===== config.mk =====
export PLATFORM = sky130hd
export DESIGN_NAME = mpio_port
export DESIGN_NICKNAME = d
export VERILOG_FILES = /design/src/logic/mpio_sync.v /design/src/logic/mpio_signal_out_pin_mux.v /design/src/logic/mpio_port.v
export VERILOG_INCLUDE_DIRS = /design/src /design/src/logic
export SDC_FILE = /design/constraint.sdc
export NUM_CORES = 1
export LEC_CHECK = 0
export CAP_MARGIN = 20
export CORE_UTILIZATION = 56
export DETAILED_ROUTE_END_ITERATION = 8
export DONT_BUFFER_PORTS = 1
export GPL_TIMING_DRIVEN = 0
export PLACE_DENSITY = 0.74
export SLEW_MARGIN = 10
export SYNTH_ARGS = -nofsm -noshare
export SYNTH_HDL_FRONTEND = slang
export SYNTH_SLANG_ARGS = --single-unit

===== constraint.sdc =====
create_clock -name i_mclk -period 1.46 [get_ports i_mclk]
set_input_delay 0.292 -clock i_mclk [delete_from_list [all_inputs] [get_ports i_mclk]]
set_output_delay 0.292 -clock i_mclk [all_outputs]
set_load 0.05 [all_outputs]

===== src/logic/mpio_defs.vh =====
// Purpose: Shared constants for the multiplexed pin I/O port.
// Assumes: Register indices are word indices; byte address is index * 4.
// Notes:   Reset values, pin bit positions and source codes live here.
`ifndef MPIO_DEFS_VH
`define MPIO_DEFS_VH

// Register indices (byte address = index * 4)
`define MPIO_IDX_OUT_ENABLE   8'h44
`define MPIO_IDX_OUT_VALUE    8'h45
`define MPIO_IDX_IN_LEVEL     8'h46
`define MPIO_IDX_SIGNAL_OUT_PIN_CFG   8'h47

// Reset values
`define MPIO_RST_OUT_ENABLE   8'h00
`define MPIO_RST_OUT_VALUE    8'h00
`define MPIO_RST_SIGNAL_OUT_PIN_CFG   8'h00

// Pin bit positions in the enable, value and level registers
`define MPIO_BIT_SIGNAL_IN    7
`define MPIO_BIT_CLOCK_OUT    6
`define MPIO_BIT_HOST_SEL1    5
`define MPIO_BIT_HOST_SEL0    4
`define MPIO_BIT_TEST_CLK     3
`define MPIO_BIT_TEST_MODE    2
`define MPIO_BIT_TEST_DIN     1
`define MPIO_BIT_TEST_DOUT    0
`define MPIO_NUM_TEST_PINS    4

// Signal-out configuration fields
`define MPIO_SIGCFG_SPEED_BIT 7
`define MPIO_SIGCFG_SEL_MSB   3
`define MPIO_SIGCFG_SEL_LSB   0
`define MPIO_SIGCFG_WR_MASK   8'h8f

// Signal-out source codes
`define MPIO_SRC_HIZ_A        4'h0
`define MPIO_SRC_HIZ_B        4'h1
`define MPIO_SRC_LOW          4'h2
`define MPIO_SRC_HIGH         4'h3
`define MPIO_SRC_TX_ENV       4'h4
`define MPIO_SRC_TX_ACT       4'h5
`define MPIO_SRC_SECURE       4'h6
`define MPIO_SRC_RX_ENV       4'h7
`define MPIO_SRC_RX_ACT       4'h8
`define MPIO_SRC_RX_BIT       4'h9

// Clock-out source code that hands the pin to the port
`define MPIO_CLKSRC_IO        4'h0

`endif


===== src/logic/mpio_sync.v =====
// Purpose: Two-stage synchroniser bank for pin input levels.
// Assumes: Inputs are asynchronous pad levels; one destination clock.
// Notes:   First stage feeds only the second stage.
`timescale 1ns/1ps
`default_nettype none

module mpio_sync #(
    parameter WIDTH = 8
) (
    // Clock and reset
    input  wire             i_mclk,
    input  wire             i_rstn,
    // Levels
    input  wire [WIDTH-1:0] i_async,
    output wire [WIDTH-1:0] o_sync
);

    genvar g;

    // One pair of flops per bit
    generate
        for (g = 0; g < WIDTH; g = g + 1) begin : g_bit
            reg meta_ff;
            reg stable_ff;
            always @(posedge i_mclk or negedge i_rstn) begin
                if (!i_rstn) begin
                    meta_ff   <= 1'b0;
                    stable_ff <= 1'b0;
                end else begin
                    meta_ff   <= i_async[g];
                    stable_ff <= meta_ff;
                end
            end
            assign o_sync[g] = stable_ff;
        end
    endgenerate

endmodule

`default_nettype wire


===== src/logic/mpio_signal_out_pin_mux.v =====
// Purpose: Source decoder for the signal-out pin.
// Assumes: Source signals are already synchronous to the system clock.
// Notes:   Codes above the listed ones leave the pin undriven.
`timescale 1ns/1ps
`default_nettype none
`include "mpio_defs.vh"

module mpio_signal_out_pin_mux (
    // Selection
    input  wire [3:0] i_signal_out_source,
    // Internal sources
    input  wire       i_tx_envelope,
    input  wire       i_tx_active,
    input  wire       i_secure_signal,
    input  wire       i_rx_envelope,
    input  wire       i_rx_active,
    input  wire       i_rx_bit,
    // Pin drive
    output reg        o_value,
    output reg        o_enable
);

    // Decode the source code into level and driver enable
    always @* begin
        o_value  = 1'b0;
        o_enable = 1'b1;
        case (i_signal_out_source)
            `MPIO_SRC_HIZ_A: o_enable = 1'b0;
            `MPIO_SRC_HIZ_B: o_enable = 1'b0;
            `MPIO_SRC_LOW:   o_value  = 1'b0;
            `MPIO_SRC_HIGH:  o_value  = 1'b1;
            `MPIO_SRC_TX_ENV: o_value = i_tx_envelope;
            `MPIO_SRC_TX_ACT: o_value = i_tx_active;
            `MPIO_SRC_SECURE: o_value = i_secure_signal;
            `MPIO_SRC_RX_ENV: o_value = i_rx_envelope;
            `MPIO_SRC_RX_ACT: o_value = i_rx_active;
            `MPIO_SRC_RX_BIT: o_value = i_rx_bit;
            default:         o_enable = 1'b0;
        endcase
    end

endmodule

`default_nettype wire


===== src/logic/mpio_port.v =====
// Purpose: Register-controlled general-purpose I/O port for eight pins,
//          plus the signal-out pin source and pad speed configuration.
// Assumes: Avalon-MM slave with byte addresses, 32-bit data, byte lane 0
//          carries the 8-bit registers; pad levels arrive asynchronously.
// Notes:   The clock-out function path bypasses the output flops so the
//          generated clock is not resampled by the 25 MHz system clock.
//          Decode uses address bits 9 to 2, so ADDR_W must stay at 10.
//          Registers are eight bits wide; pins past the eighth stay
//          undriven inputs.
//          Fast pad edges raise peak supply current; leave them off
//          unless the board supply can take it.
//
// Behaviour
// - Enable bit 7 turns on the signal-in pin driver as general I/O.
// - Enable bit 6 makes the clock-out pin general I/O, its clock off.
// - Enable bits 5 and 4 drive host select pins 1 and 0 as I/O.
// - Enable bits 3 to 0 drive the four test port pins as I/O.
// - With boundary scan on, bits 3 to 0 are ignored for the test port.
// - Value bits 7 to 4 give the level on signal-in, clock-out, sel 1/0.
// - Value bits 3 to 0 give the level on the four test port pins.
// - Level bits 7 to 4 read the signal-in, clock-out and select pins.
// - Level bits 3 to 0 read the test port pins and are read-only.
// - Signal-out config has speed bit 7, zero bits 6-4, source bits 3-0.
// - The speed bit selects fast pad edges for the I/O pins.
// - The source field picks hi-Z, low, high or an internal signal.
// - Clock-out source 0 hands the clock-out pin to the port registers.
//
// Added by the designer: register access over Avalon-MM.
`timescale 1ns/1ps
`default_nettype none
`include "mpio_defs.vh"

module mpio_port #(
    parameter NUM_PINS = 8,
    parameter ADDR_W   = 10
) (
    // Clock and reset
    input  wire                i_mclk,
    input  wire                i_rstn,
    // Avalon-MM slave
    input  wire [ADDR_W-1:0]   i_avs_address,
    input  wire                i_avs_read,
    input  wire                i_avs_write,
    input  wire [31:0]         i_avs_writedata,
    input  wire [3:0]          i_avs_byteenable,
    output wire [31:0]         o_avs_readdata,
    output wire                o_avs_waitrequest,
    // General-purpose pins: level in, drive out, drive enable
    input  wire [NUM_PINS-1:0] i_pin_level,
    output wire [NUM_PINS-1:0] o_pin_out,
    output wire [NUM_PINS-1:0] o_pin_oe,
    // Boundary scan configuration and test port drive on data-out pin
    input  wire                i_bscan_enabled,
    input  wire                i_tap_tdo_value,
    input  wire                i_tap_tdo_enable,
    // Clock-out generator
    input  wire [3:0]          i_clock_out_source,
    input  wire                i_clkgen_value,
    input  wire                i_clkgen_enable,
    // Signal-out sources
    input  wire                i_tx_envelope,
    input  wire                i_tx_active,
    input  wire                i_secure_signal,
    input  wire                i_rx_envelope,
    input  wire                i_rx_active,
    input  wire                i_rx_bit,
    // Signal-out pin and pad control
    output wire                o_signal_out_pin,
    output wire                o_signal_out_oe,
    output wire                o_fast_pad_edges
);

    // Software registers
    reg  [7:0]          out_enable_ff;
    reg  [7:0]          out_value_ff;
    reg  [7:0]          signal_out_pin_cfg_ff;
    // Bus state
    reg                 ack_ff;
    reg  [7:0]          rdata_ff;
    reg  [7:0]          nxt_rdata;
    // Registered pad drive
    reg  [NUM_PINS-1:0] drv_out_ff;
    reg  [NUM_PINS-1:0] drv_oe_ff;
    reg                 signal_out_pin_val_ff;
    reg                 signal_out_pin_oe_ff;
    // Combinational helpers
    wire [NUM_PINS-1:0] pin_level_sync;
    wire [NUM_PINS-1:0] nxt_drv_out;
    wire [NUM_PINS-1:0] nxt_drv_oe;
    wire                bus_req;
    wire                bus_done;
    wire [7:0]          reg_index;
    wire                wr_lane0;
    wire [7:0]          wr_byte;
    wire                clk_func_active;
    wire                sig_mux_value;
    wire                sig_mux_enable;
    wire [3:0]          signal_out_source;

    // Named views of the per-pin control bits; the drive selection
    // below reads each pin's wiring against its own name
    wire signal_in_drive_enable    = out_enable_ff[`MPIO_BIT_SIGNAL_IN];
    wire clock_out_drive_enable    = out_enable_ff[`MPIO_BIT_CLOCK_OUT];
    wire host_select1_drive_enable = out_enable_ff[`MPIO_BIT_HOST_SEL1];
    wire host_select0_drive_enable = out_enable_ff[`MPIO_BIT_HOST_SEL0];
    wire signal_in_out_value       = out_value_ff[`MPIO_BIT_SIGNAL_IN];
    wire clock_out_out_value       = out_value_ff[`MPIO_BIT_CLOCK_OUT];
    wire host_select1_out_value    = out_value_ff[`MPIO_BIT_HOST_SEL1];
    wire host_select0_out_value    = out_value_ff[`MPIO_BIT_HOST_SEL0];

    genvar g;

    // Input levels are resampled before software can see them
    // Costs two cycles of read latency but keeps metastability out
    mpio_sync #(
        .WIDTH (NUM_PINS)
    ) u_sync (
        .i_mclk  (i_mclk),
        .i_rstn  (i_rstn),
        .i_async (i_pin_level),
        .o_sync  (pin_level_sync)
    );

    // Bus decode; low address bits are ignored for aligned words
    assign bus_req   = i_avs_read | i_avs_write;
    assign bus_done  = bus_req & ack_ff;
    assign reg_index = i_avs_address[9:2];
    assign wr_lane0  = i_avs_write & bus_done & i_avs_byteenable[0];
    assign wr_byte   = i_avs_writedata[7:0];

    // One wait state: the request is held, then answered on the next cycle
    // Back-to-back requests cost two cycles each, because ack_ff drops
    // again after every completed access
    assign o_avs_waitrequest = bus_req & ~ack_ff;
    assign o_avs_readdata    = {24'h000000, rdata_ff};

    // Acknowledge flop toggles the wait state for each request; read data
    // is captured on the request edge and stands until the next request
    always @(posedge i_mclk or negedge i_rstn) begin
        if (!i_rstn) begin
            ack_ff   <= 1'b0;
            rdata_ff <= 8'h00;
        end else begin
            ack_ff <= bus_req & ~ack_ff;
            if (bus_req & ~ack_ff) begin
                rdata_ff <= nxt_rdata;
            end
        end
    end

    // Read multiplexer; unmapped indices read as zero
    // Level reads come from the synchroniser, never from the raw pads
    always @* begin
        nxt_rdata = 8'h00;
        case (reg_index)
            `MPIO_IDX_OUT_ENABLE: nxt_rdata = out_enable_ff;
            `MPIO_IDX_OUT_VALUE:  nxt_rdata = out_value_ff;
            `MPIO_IDX_IN_LEVEL:   nxt_rdata = pin_level_sync;
            `MPIO_IDX_SIGNAL_OUT_PIN_CFG: nxt_rdata = signal_out_pin_cfg_ff;
            default:              nxt_rdata = 8'h00;
        endcase
    end

    // Writable registers; the level register has no write path at all
    // Byte lane 0 must be enabled for any write to land
    always @(posedge i_mclk or negedge i_rstn) begin
        if (!i_rstn) begin
            out_enable_ff <= `MPIO_RST_OUT_ENABLE;
            out_value_ff  <= `MPIO_RST_OUT_VALUE;
            signal_out_pin_cfg_ff <= `MPIO_RST_SIGNAL_OUT_PIN_CFG;
        end else if (wr_lane0) begin
            case (reg_index)
                `MPIO_IDX_OUT_ENABLE: begin
                    out_enable_ff <= wr_byte;
                end
                `MPIO_IDX_OUT_VALUE: begin
                    out_value_ff <= wr_byte;
                end
                `MPIO_IDX_SIGNAL_OUT_PIN_CFG: begin
                    // Reserved bits are forced to zero
                    signal_out_pin_cfg_ff <= wr_byte & `MPIO_SIGCFG_WR_MASK;
                end
                default: begin
                    out_value_ff <= out_value_ff;
                end
            endcase
        end
    end

    // Clock-out function owns its pin unless the port claims it
    // The source selector belongs to the clock generator's register
    assign clk_func_active = ~clock_out_drive_enable &
                             (i_clock_out_source != `MPIO_CLKSRC_IO);

    // Per-pin drive selection
    // Test pins yield to the test port whenever boundary scan is on
    generate
        for (g = 0; g < NUM_PINS; g = g + 1) begin : g_pin
            if (g < `MPIO_NUM_TEST_PINS) begin : g_test
                // Test port keeps the pins while boundary scan is on
                wire tap_owned = i_bscan_enabled;
                if (g == `MPIO_BIT_TEST_DOUT) begin : g_dout
                    assign nxt_drv_out[g] = tap_owned ? i_tap_tdo_value :
                                            out_value_ff[g];
                    assign nxt_drv_oe[g]  = tap_owned ? i_tap_tdo_enable :
                                            out_enable_ff[g];
                end else begin : g_tin
                    assign nxt_drv_out[g] = tap_owned ? 1'b0 :
                                            out_value_ff[g];
                    assign nxt_drv_oe[g]  = tap_owned ? 1'b0 :
                                            out_enable_ff[g];
                end
            end else if (g == `MPIO_BIT_CLOCK_OUT) begin : g_clk
                // Source 0 with enable clear leaves an undriven input
                assign nxt_drv_out[g] = clock_out_out_value;
                assign nxt_drv_oe[g]  = clock_out_drive_enable;
            end else if (g == `MPIO_BIT_SIGNAL_IN) begin : g_signal_in_pin
                // Signal-in pad is an input until software claims it
                assign nxt_drv_out[g] = signal_in_out_value;
                assign nxt_drv_oe[g]  = signal_in_drive_enable;
            end else if (g == `MPIO_BIT_HOST_SEL1) begin : g_sel1
                assign nxt_drv_out[g] = host_select1_out_value;
                assign nxt_drv_oe[g]  = host_select1_drive_enable;
            end else if (g == `MPIO_BIT_HOST_SEL0) begin : g_sel0
                assign nxt_drv_out[g] = host_select0_out_value;
                assign nxt_drv_oe[g]  = host_select0_drive_enable;
            end else begin : g_gpio
                // Pins past the eighth have no register bits behind them
                assign nxt_drv_out[g] = 1'b0;
                assign nxt_drv_oe[g]  = 1'b0;
            end
        end
    endgenerate

    // Pad drive flops; one cycle from register write to pin
    // Reset clears every drive flop; only a clock-out pin that the clock generator owns, and with
    // boundary scan on the test data-out pin, can be driven before software has set the port up
    always @(posedge i_mclk or negedge i_rstn) begin
        if (!i_rstn) begin
            drv_out_ff <= {NUM_PINS{1'b0}};
            drv_oe_ff  <= {NUM_PINS{1'b0}};
        end else begin
            drv_out_ff <= nxt_drv_out;
            drv_oe_ff  <= nxt_drv_oe;
        end
    end

    // Generated clock goes straight out; resampling it would destroy it
    // Only bit 6 may change without a system clock edge
    generate
        for (g = 0; g < NUM_PINS; g = g + 1) begin : g_drive
            if (g == `MPIO_BIT_CLOCK_OUT) begin : g_clock_output_pin
                assign o_pin_out[g] = clk_func_active ? i_clkgen_value :
                                      drv_out_ff[g];
                assign o_pin_oe[g]  = clk_func_active ? i_clkgen_enable :
                                      drv_oe_ff[g];
            end else begin : g_plain
                assign o_pin_out[g] = drv_out_ff[g];
                assign o_pin_oe[g]  = drv_oe_ff[g];
            end
        end
    endgenerate

    // Signal-out source field
    // Bits 3 to 0 pick the source; the speed bit is decoded apart
    assign signal_out_source =
        signal_out_pin_cfg_ff[`MPIO_SIGCFG_SEL_MSB:`MPIO_SIGCFG_SEL_LSB];

    mpio_signal_out_pin_mux u_signal_out_pin (
        .i_signal_out_source (signal_out_source),
        .i_tx_envelope       (i_tx_envelope),
        .i_tx_active         (i_tx_active),
        .i_secure_signal     (i_secure_signal),
        .i_rx_envelope       (i_rx_envelope),
        .i_rx_active         (i_rx_active),
        .i_rx_bit            (i_rx_bit),
        .o_value             (sig_mux_value),
        .o_enable            (sig_mux_enable)
    );

    // Signal-out drive registered to avoid glitches from the decoder
    // Costs one cycle of latency on every source
    always @(posedge i_mclk or negedge i_rstn) begin
        if (!i_rstn) begin
            signal_out_pin_val_ff <= 1'b0;
            signal_out_pin_oe_ff  <= 1'b0;
        end else begin
            signal_out_pin_val_ff <= sig_mux_value;
            signal_out_pin_oe_ff  <= sig_mux_enable;
        end
    end

    assign o_signal_out_pin = signal_out_pin_val_ff;
    assign o_signal_out_oe  = signal_out_pin_oe_ff;

    // Fast edges raise peak supply current when many pins switch at once
    // The bit is passed on as stored; the pad cells do the rest
    assign o_fast_pad_edges = signal_out_pin_cfg_ff[`MPIO_SIGCFG_SPEED_BIT];

endmodule

`default_nettype wire


# Word level (Yosys, flattened, before mapping)
# Index checks and enable logic that the tools add are counted.
[word_totals]
word_cells = 63
latchBits = 0
out_inout_bits = 52
ramBits = 0
register_bits = 64
inputBits = 73
mem_bits_ro = 0
memories = 0
[classes]
n_mul = 0
n_lt_le_gt_ge = 0
n_bitwise = 8
addsub = 0
n_eq_ne = 12
shifts = 0
reduce_logical = 5
n_mux = 13
div = 0
[op_table]
columns = ["cell", "count"]
rows = [
  ["$eq 8x7->1 const B", 4],
  ["$pmux 8 s4", 1],
  ["$eq 4x3->1 const B", 4],
  ["$mux 1", 11],
  ["$eq 4x2->1 const B", 2],
  ["$eq 4x4->1 const B", 2],
  ["$reduce_or 8->1", 1],
  ["$pmux 1 s7", 1],
  ["$reduce_and 2->1", 3],
  ["$and 1x1->1", 5],
  ["$reduce_bool 4->1", 1],
  ["$not 1->1", 2],
  ["$or 1x1->1", 1],
]

# Longest topological paths before layout
[depth]
depth_word = 5
ltp_mapped = 4
ltp_nobuf = 3

# Cells and area by module
# A second synthesis with hierarchy kept.
[unflattened]
cells_unflattened = 190
area_unflattened_um2 = 2735.1
[modules_own_cells]
columns = ["mod", "seq_area_each_um2", "instances", "cells_per_inst", "area_each_um2"]
rows = [
  ["mpio_port", 1201.2, 1, 155, 2194.6],
  ["mpio_sync", 400.4, 1, 24, 460.4],
  ["mpio_signal_out_pin_mux", 0.0, 1, 11, 80.1],
]

# Worst setup path after synthesis
# OpenSTA, ideal clock, no wires.
[synth_path]
path_type = "input -> register"
start = "in i_avs_address[7]"
end = "reg out_enable_ff[0]"
setup_time_ns = 0.125
slack_ns = -0.462
stages = 4
required_time_ns = 1.335
t_arrival_ns = 1.797
path_buffers = 1
path_cell_list = "or4b_1 buf_2 nor4b_4 mux2_2"
[synth_between]
elab_chain_cells = 2
[synth_lines]
columns = ["element", "line_no", "text"]
rows = [
  ["from (decl)", "mpio_port.v:41", "input wire [ADDR_W-1:0] i_avs_address,"],
  ["$eq 8x7->1", "mpio_port.v:172", "case (reg_index)"],
  ["$reduce_and 2->1 (no line)", "n/a", ""],
  ["to (signal assigned)", "mpio_port.v:168", "out_enable_ff <= `MPIO_RST_OUT_ENABLE;"],
  ["to (signal assigned)", "mpio_port.v:174", "out_enable_ff <= wr_byte;"],
  ["to (decl)", "mpio_port.v:74", "reg [7:0] out_enable_ff;"],
]
# Every way passes these cells.
# A chain may end at the register's enable or synchronous reset.

# Final worst setup path
[layout_path]
start = "reg out_enable_ff[6]"
end = "out o_pin_out[6]"
[layout_between]
elab_chain_cells = 3
[layout_lines]
columns = ["element", "line_no", "text"]
rows = [
  ["$not 1->1", "mpio_port.v:192", "assign clk_func_active = ~clock_out_drive_enable &"],
  ["$and 1x1->1", "mpio_port.v:192", ""],
  ["$mux 1", "mpio_port.v:253", "assign o_pin_out[g] = clk_func_active ? i_clkgen_value :"],
  ["to (decl)", "mpio_port.v:50", "output wire [NUM_PINS-1:0] o_pin_out,"],
]
# Every way passes these cells.

==> metrics.md <==
| Metric | Value |
|---|---|
| Final setup vio count | 18 |
| Crit path max fanout | 2 |
| Inserted Clock Buffers | 9 |
| FF-to-FF Start | ack_ff$_DFF_PN0_ |
| Starting Density | 0.597 |
| N_diodes | 0 |
| Mapped Area | 2670 sq um |
| R2r setup slk | -0.02 ns |
| Die Width | 71.1 microns |
| Placed instance area | 2860 sq um |
| Drt wl/cell | 18.2 microns |
| Slew Limit Headroom | 0.584 |
| Final instance area | 3310 sq um |
| Number of core rows | 24 |
| Startpoint types | flop |
| H-tree levels | 3 |
| Residual DRC | 9 |
| Die area | 5050 sq um |
| LEAKAGE | 1.66 nW |
| I/O pin total | 125 |
| Clk_skew | 0.00580 ns |
| Clock sink total | 64 |
| RePlAce Congestion | 0.744 |
| Max Slew Vio Count | 0 |
| Avg Cell Area, Syn | 14.8 sq um |
| Final hold vios | 64 |
| Via count | 1477 |
| IO Port Bufs | 0 |
| Critical path class | flop to output port |
| Area occupied by multi-input gates | 976 sq um |
| Sequential Power Share | 0.524 |
| Initial antenna violation count | 0 |
| Post-DP HPWL | 3420 microns |
| Final ANT Viol Nets | 0 |
| Largest net degree at the start of global routing | 65 |
| Vias in the first global route | 1555 |
| Switching share of power | 0.250 |
| Status | complete, but fails checks |
| Int Power | 2.65 mW |
| Worst hold margin | -0.358 ns |
| Endpoint class of the critical path | output port |
| RR Endpoint | out_value_ff[7]$_DFFE_PN0P_ |
| Detailed-router iteration count before antenna repair | 6 |
| Fillcell total | 299 |
| Drt via density | 5.13 |
| Post-Place Worst Slack | -0.709 ns |
| Syn. warnings | 0 |
| FF+latch area | 1600 sq um |
| Failing checks | DRC, hold timing, setup timing |
| Clk slew on worst S/H paths | 0.06 ns |
| Root buf cell | clkbuf_8 |
| Layout Cells excl Fill | 288 |
| Core box area | 4470 sq um |
| Max_cap viols | 0 |
| Clk pwr share | 0.360 |
| Global Route Usage Sum | 0.228 |
| Worst-Margin Slew | 0.624 ns |
| Area Growth Syn to Fin | 23.9% |
| Bufs on Longest Clock Path | 2 |
| First-pass GRT wire length | 8070 microns |
| Die Ht | 71.1 microns |
| FF+latch count, synth | 64 |
| Fin nets | 307 |
| CP arrival | 1.29 ns |
| Logic pwr share | 0.117 |
| CP startpoint | out_enable_ff[6]$_DFFE_PN0P_ |
| # placed instances | 255 |
| Worst skew pair latency | 0.34 ns |
| Initial DRC count | 47 |
| Req. time, crit path | 1.17 ns |
| CTS tree | built |
| Net Sw Power | 0.881 mW |
| Worst min-delay path class | input port to async pin |
| Total power | 3.53 mW |
| Share of cells above drive strength 1 | 0.436 |
| R2r worst-path depth | 4 |
| GRT overflow | 0 |
| Setup_tns | -0.373 ns |
| Final min period | 1.58 ns |
| PD cells | 1070 nW/um^2 |
| Syn Inst Count | 180 |
| Fin crit share | 1.08 |
| VDD IR max | 0.647 mV |
| Fmax | 0.634 GHz |
| Final setup margin | -0.117 ns |
| Final wirelength | 5260 microns |
| Post-synthesis sequential area ratio | 0.599 |
| Synth cell types | 27 |
| Unrepaired setup endpoints after global routing | true |
[logic make-up after synthesis]
group	Yosys count	synth area share
other cells	1	0.00140
xor+xnor	1	0.00328
compound gates	14	0.0440
flops	64	0.599
simple gates	22	0.0665
buf+inv	43	0.115
mux	35	0.171
[critical path, stage by stage, from the launching register on]
cell,delay (ns)
dfrtp_1,0.41
nor2_4,0.14
mux2_4,0.40
[Yosys cell counts, drive strengths merged]
library cell  number  share of area
buf               40           0.11
nor2b              7          0.016
mux2i              4          0.015
o22a               1         0.0033
conb               1         0.0014
nand3              1         0.0019
dfrtp             64           0.60
clkbuf             1         0.0014
nand3b             1         0.0028
xnor2              1         0.0033
a22o               8          0.026
nand4              1         0.0023
inv                2         0.0028
nor2               3         0.0042
o21bai             1         0.0028
mux2              25           0.11
nand2b             2         0.0047
nor4               3          0.018
mux4               6          0.051
o21ai              1         0.0019
o2bb2ai            3         0.0098
nand2              1         0.0014
nor3               1         0.0019
nor4b              1         0.0089
or4b               1         0.0037
[placed cells by master, fill, tap and decap left out, types with 2 or more instances in the layout]
| cell type | synthesis | routed |
|---|---|---|
| a22o_1 | 8 | 8 |
| buf_4 | 38 | 46 |
| clkbuf_1 | 1 | 2 |
| mux2_2 | 25 | 2 |
| nor2b_1 | 7 | 7 |
| nor2_1 | 3 | 2 |
| conb_1 | 1 | 24 |
| nand2b_1 | 2 | 2 |
| mux4_2 | 6 | 6 |
| o2bb2ai_1 | 3 | 3 |
| mux2i_1 | 4 | 4 |
| mux2_4 | 0 | 23 |
| dlygate4sd3_1 | 0 | 9 |
| clkbuf_8 | 0 | 11 |
| buf_6 | 0 | 3 |
| nor4_4 | 2 | 2 |
| dfrtp_1 | 64 | 64 |
[sequential cells by signal, indices dropped and copies added, names as in the netlist]
signal and cells:
drv_oe_ff 8, drv_out_ff 8, out_enable_ff 8, out_value_ff 8
rdata_ff 8, u_sync.g_bit.meta_ff 8, u_sync.g_bit.stable_ff 8, signal_out_pin_cfg_ff 5
ack_ff 1, o_signal_out_oe 1, o_signal_out_pin 1
[power by group through the flow]
stage               Sequential [mW]  Clock (mW)  Combinational (mW)
floorplan                      1.87           0               0.326
global placement               1.88           0               0.341
detailed placement             1.88           0               0.343
CTS                            1.85        1.29               0.400
global route                   1.85        1.38               0.427
finish                         1.85        1.27               0.411
[area by class of cell]
| cell class | instances | share of cell area |
|---|---|---|
| clock buffers | 12 | 0.0469 |
| multi-input cells | 96 | 0.295 |
| repair buffers | 21 | 0.0616 |
| inverters | 2 | 0.00302 |
| plain buffers | 40 | 0.0888 |
| flip-flops and latches | 64 | 0.484 |
| well taps | 52 | 0.0197 |
| clock inverters | 1 | 0.00151 |
[worst max path at each step]
stage | end | slack (ns)
after CTS | o_pin_out[6] | -0.10
after detailed placement | out_value_ff[4]$_DFFE_PN0P_ | -0.71
after floorplan | out_enable_ff[0]$_DFFE_PN0P_ | -0.40
after global placement | out_value_ff[6]$_DFFE_PN0P_ | -0.71
final | o_pin_out[6] | -0.12
after global routing | o_pin_oe[6] | -0.14
[per-layer routing]
metal  global-route usage  part of all wire  wire, microns  up-vias
met1                0.259              0.38           1980      728
met3               0.0997             0.093            488       10
li1                     -                 -              -      674
met4                0.120             0.019             98        0
met5                    0                 0              0        -
met2                0.365              0.51           2690       65
[metrics by stage]
stage | util | hold slack [ns]
finish | 0.740 | -0.358
global route | 0.740 | -0.376
CTS | 0.728 | -0.366
detailed placement | 0.639 | -0.00223
global placement | 0.639 | -0.00197
floorplan | - | -0.00359
[timing repair]
item,CTS,global route
gates cloned,0,0
endpoints found under the setup margin,33,23
gates resized for setup,19,9
pin swaps,5,2
buffers inserted,11,1
endpoints found under the hold margin,72,66
hold buffers,8,1
Power figures use the tool's default switching activity.
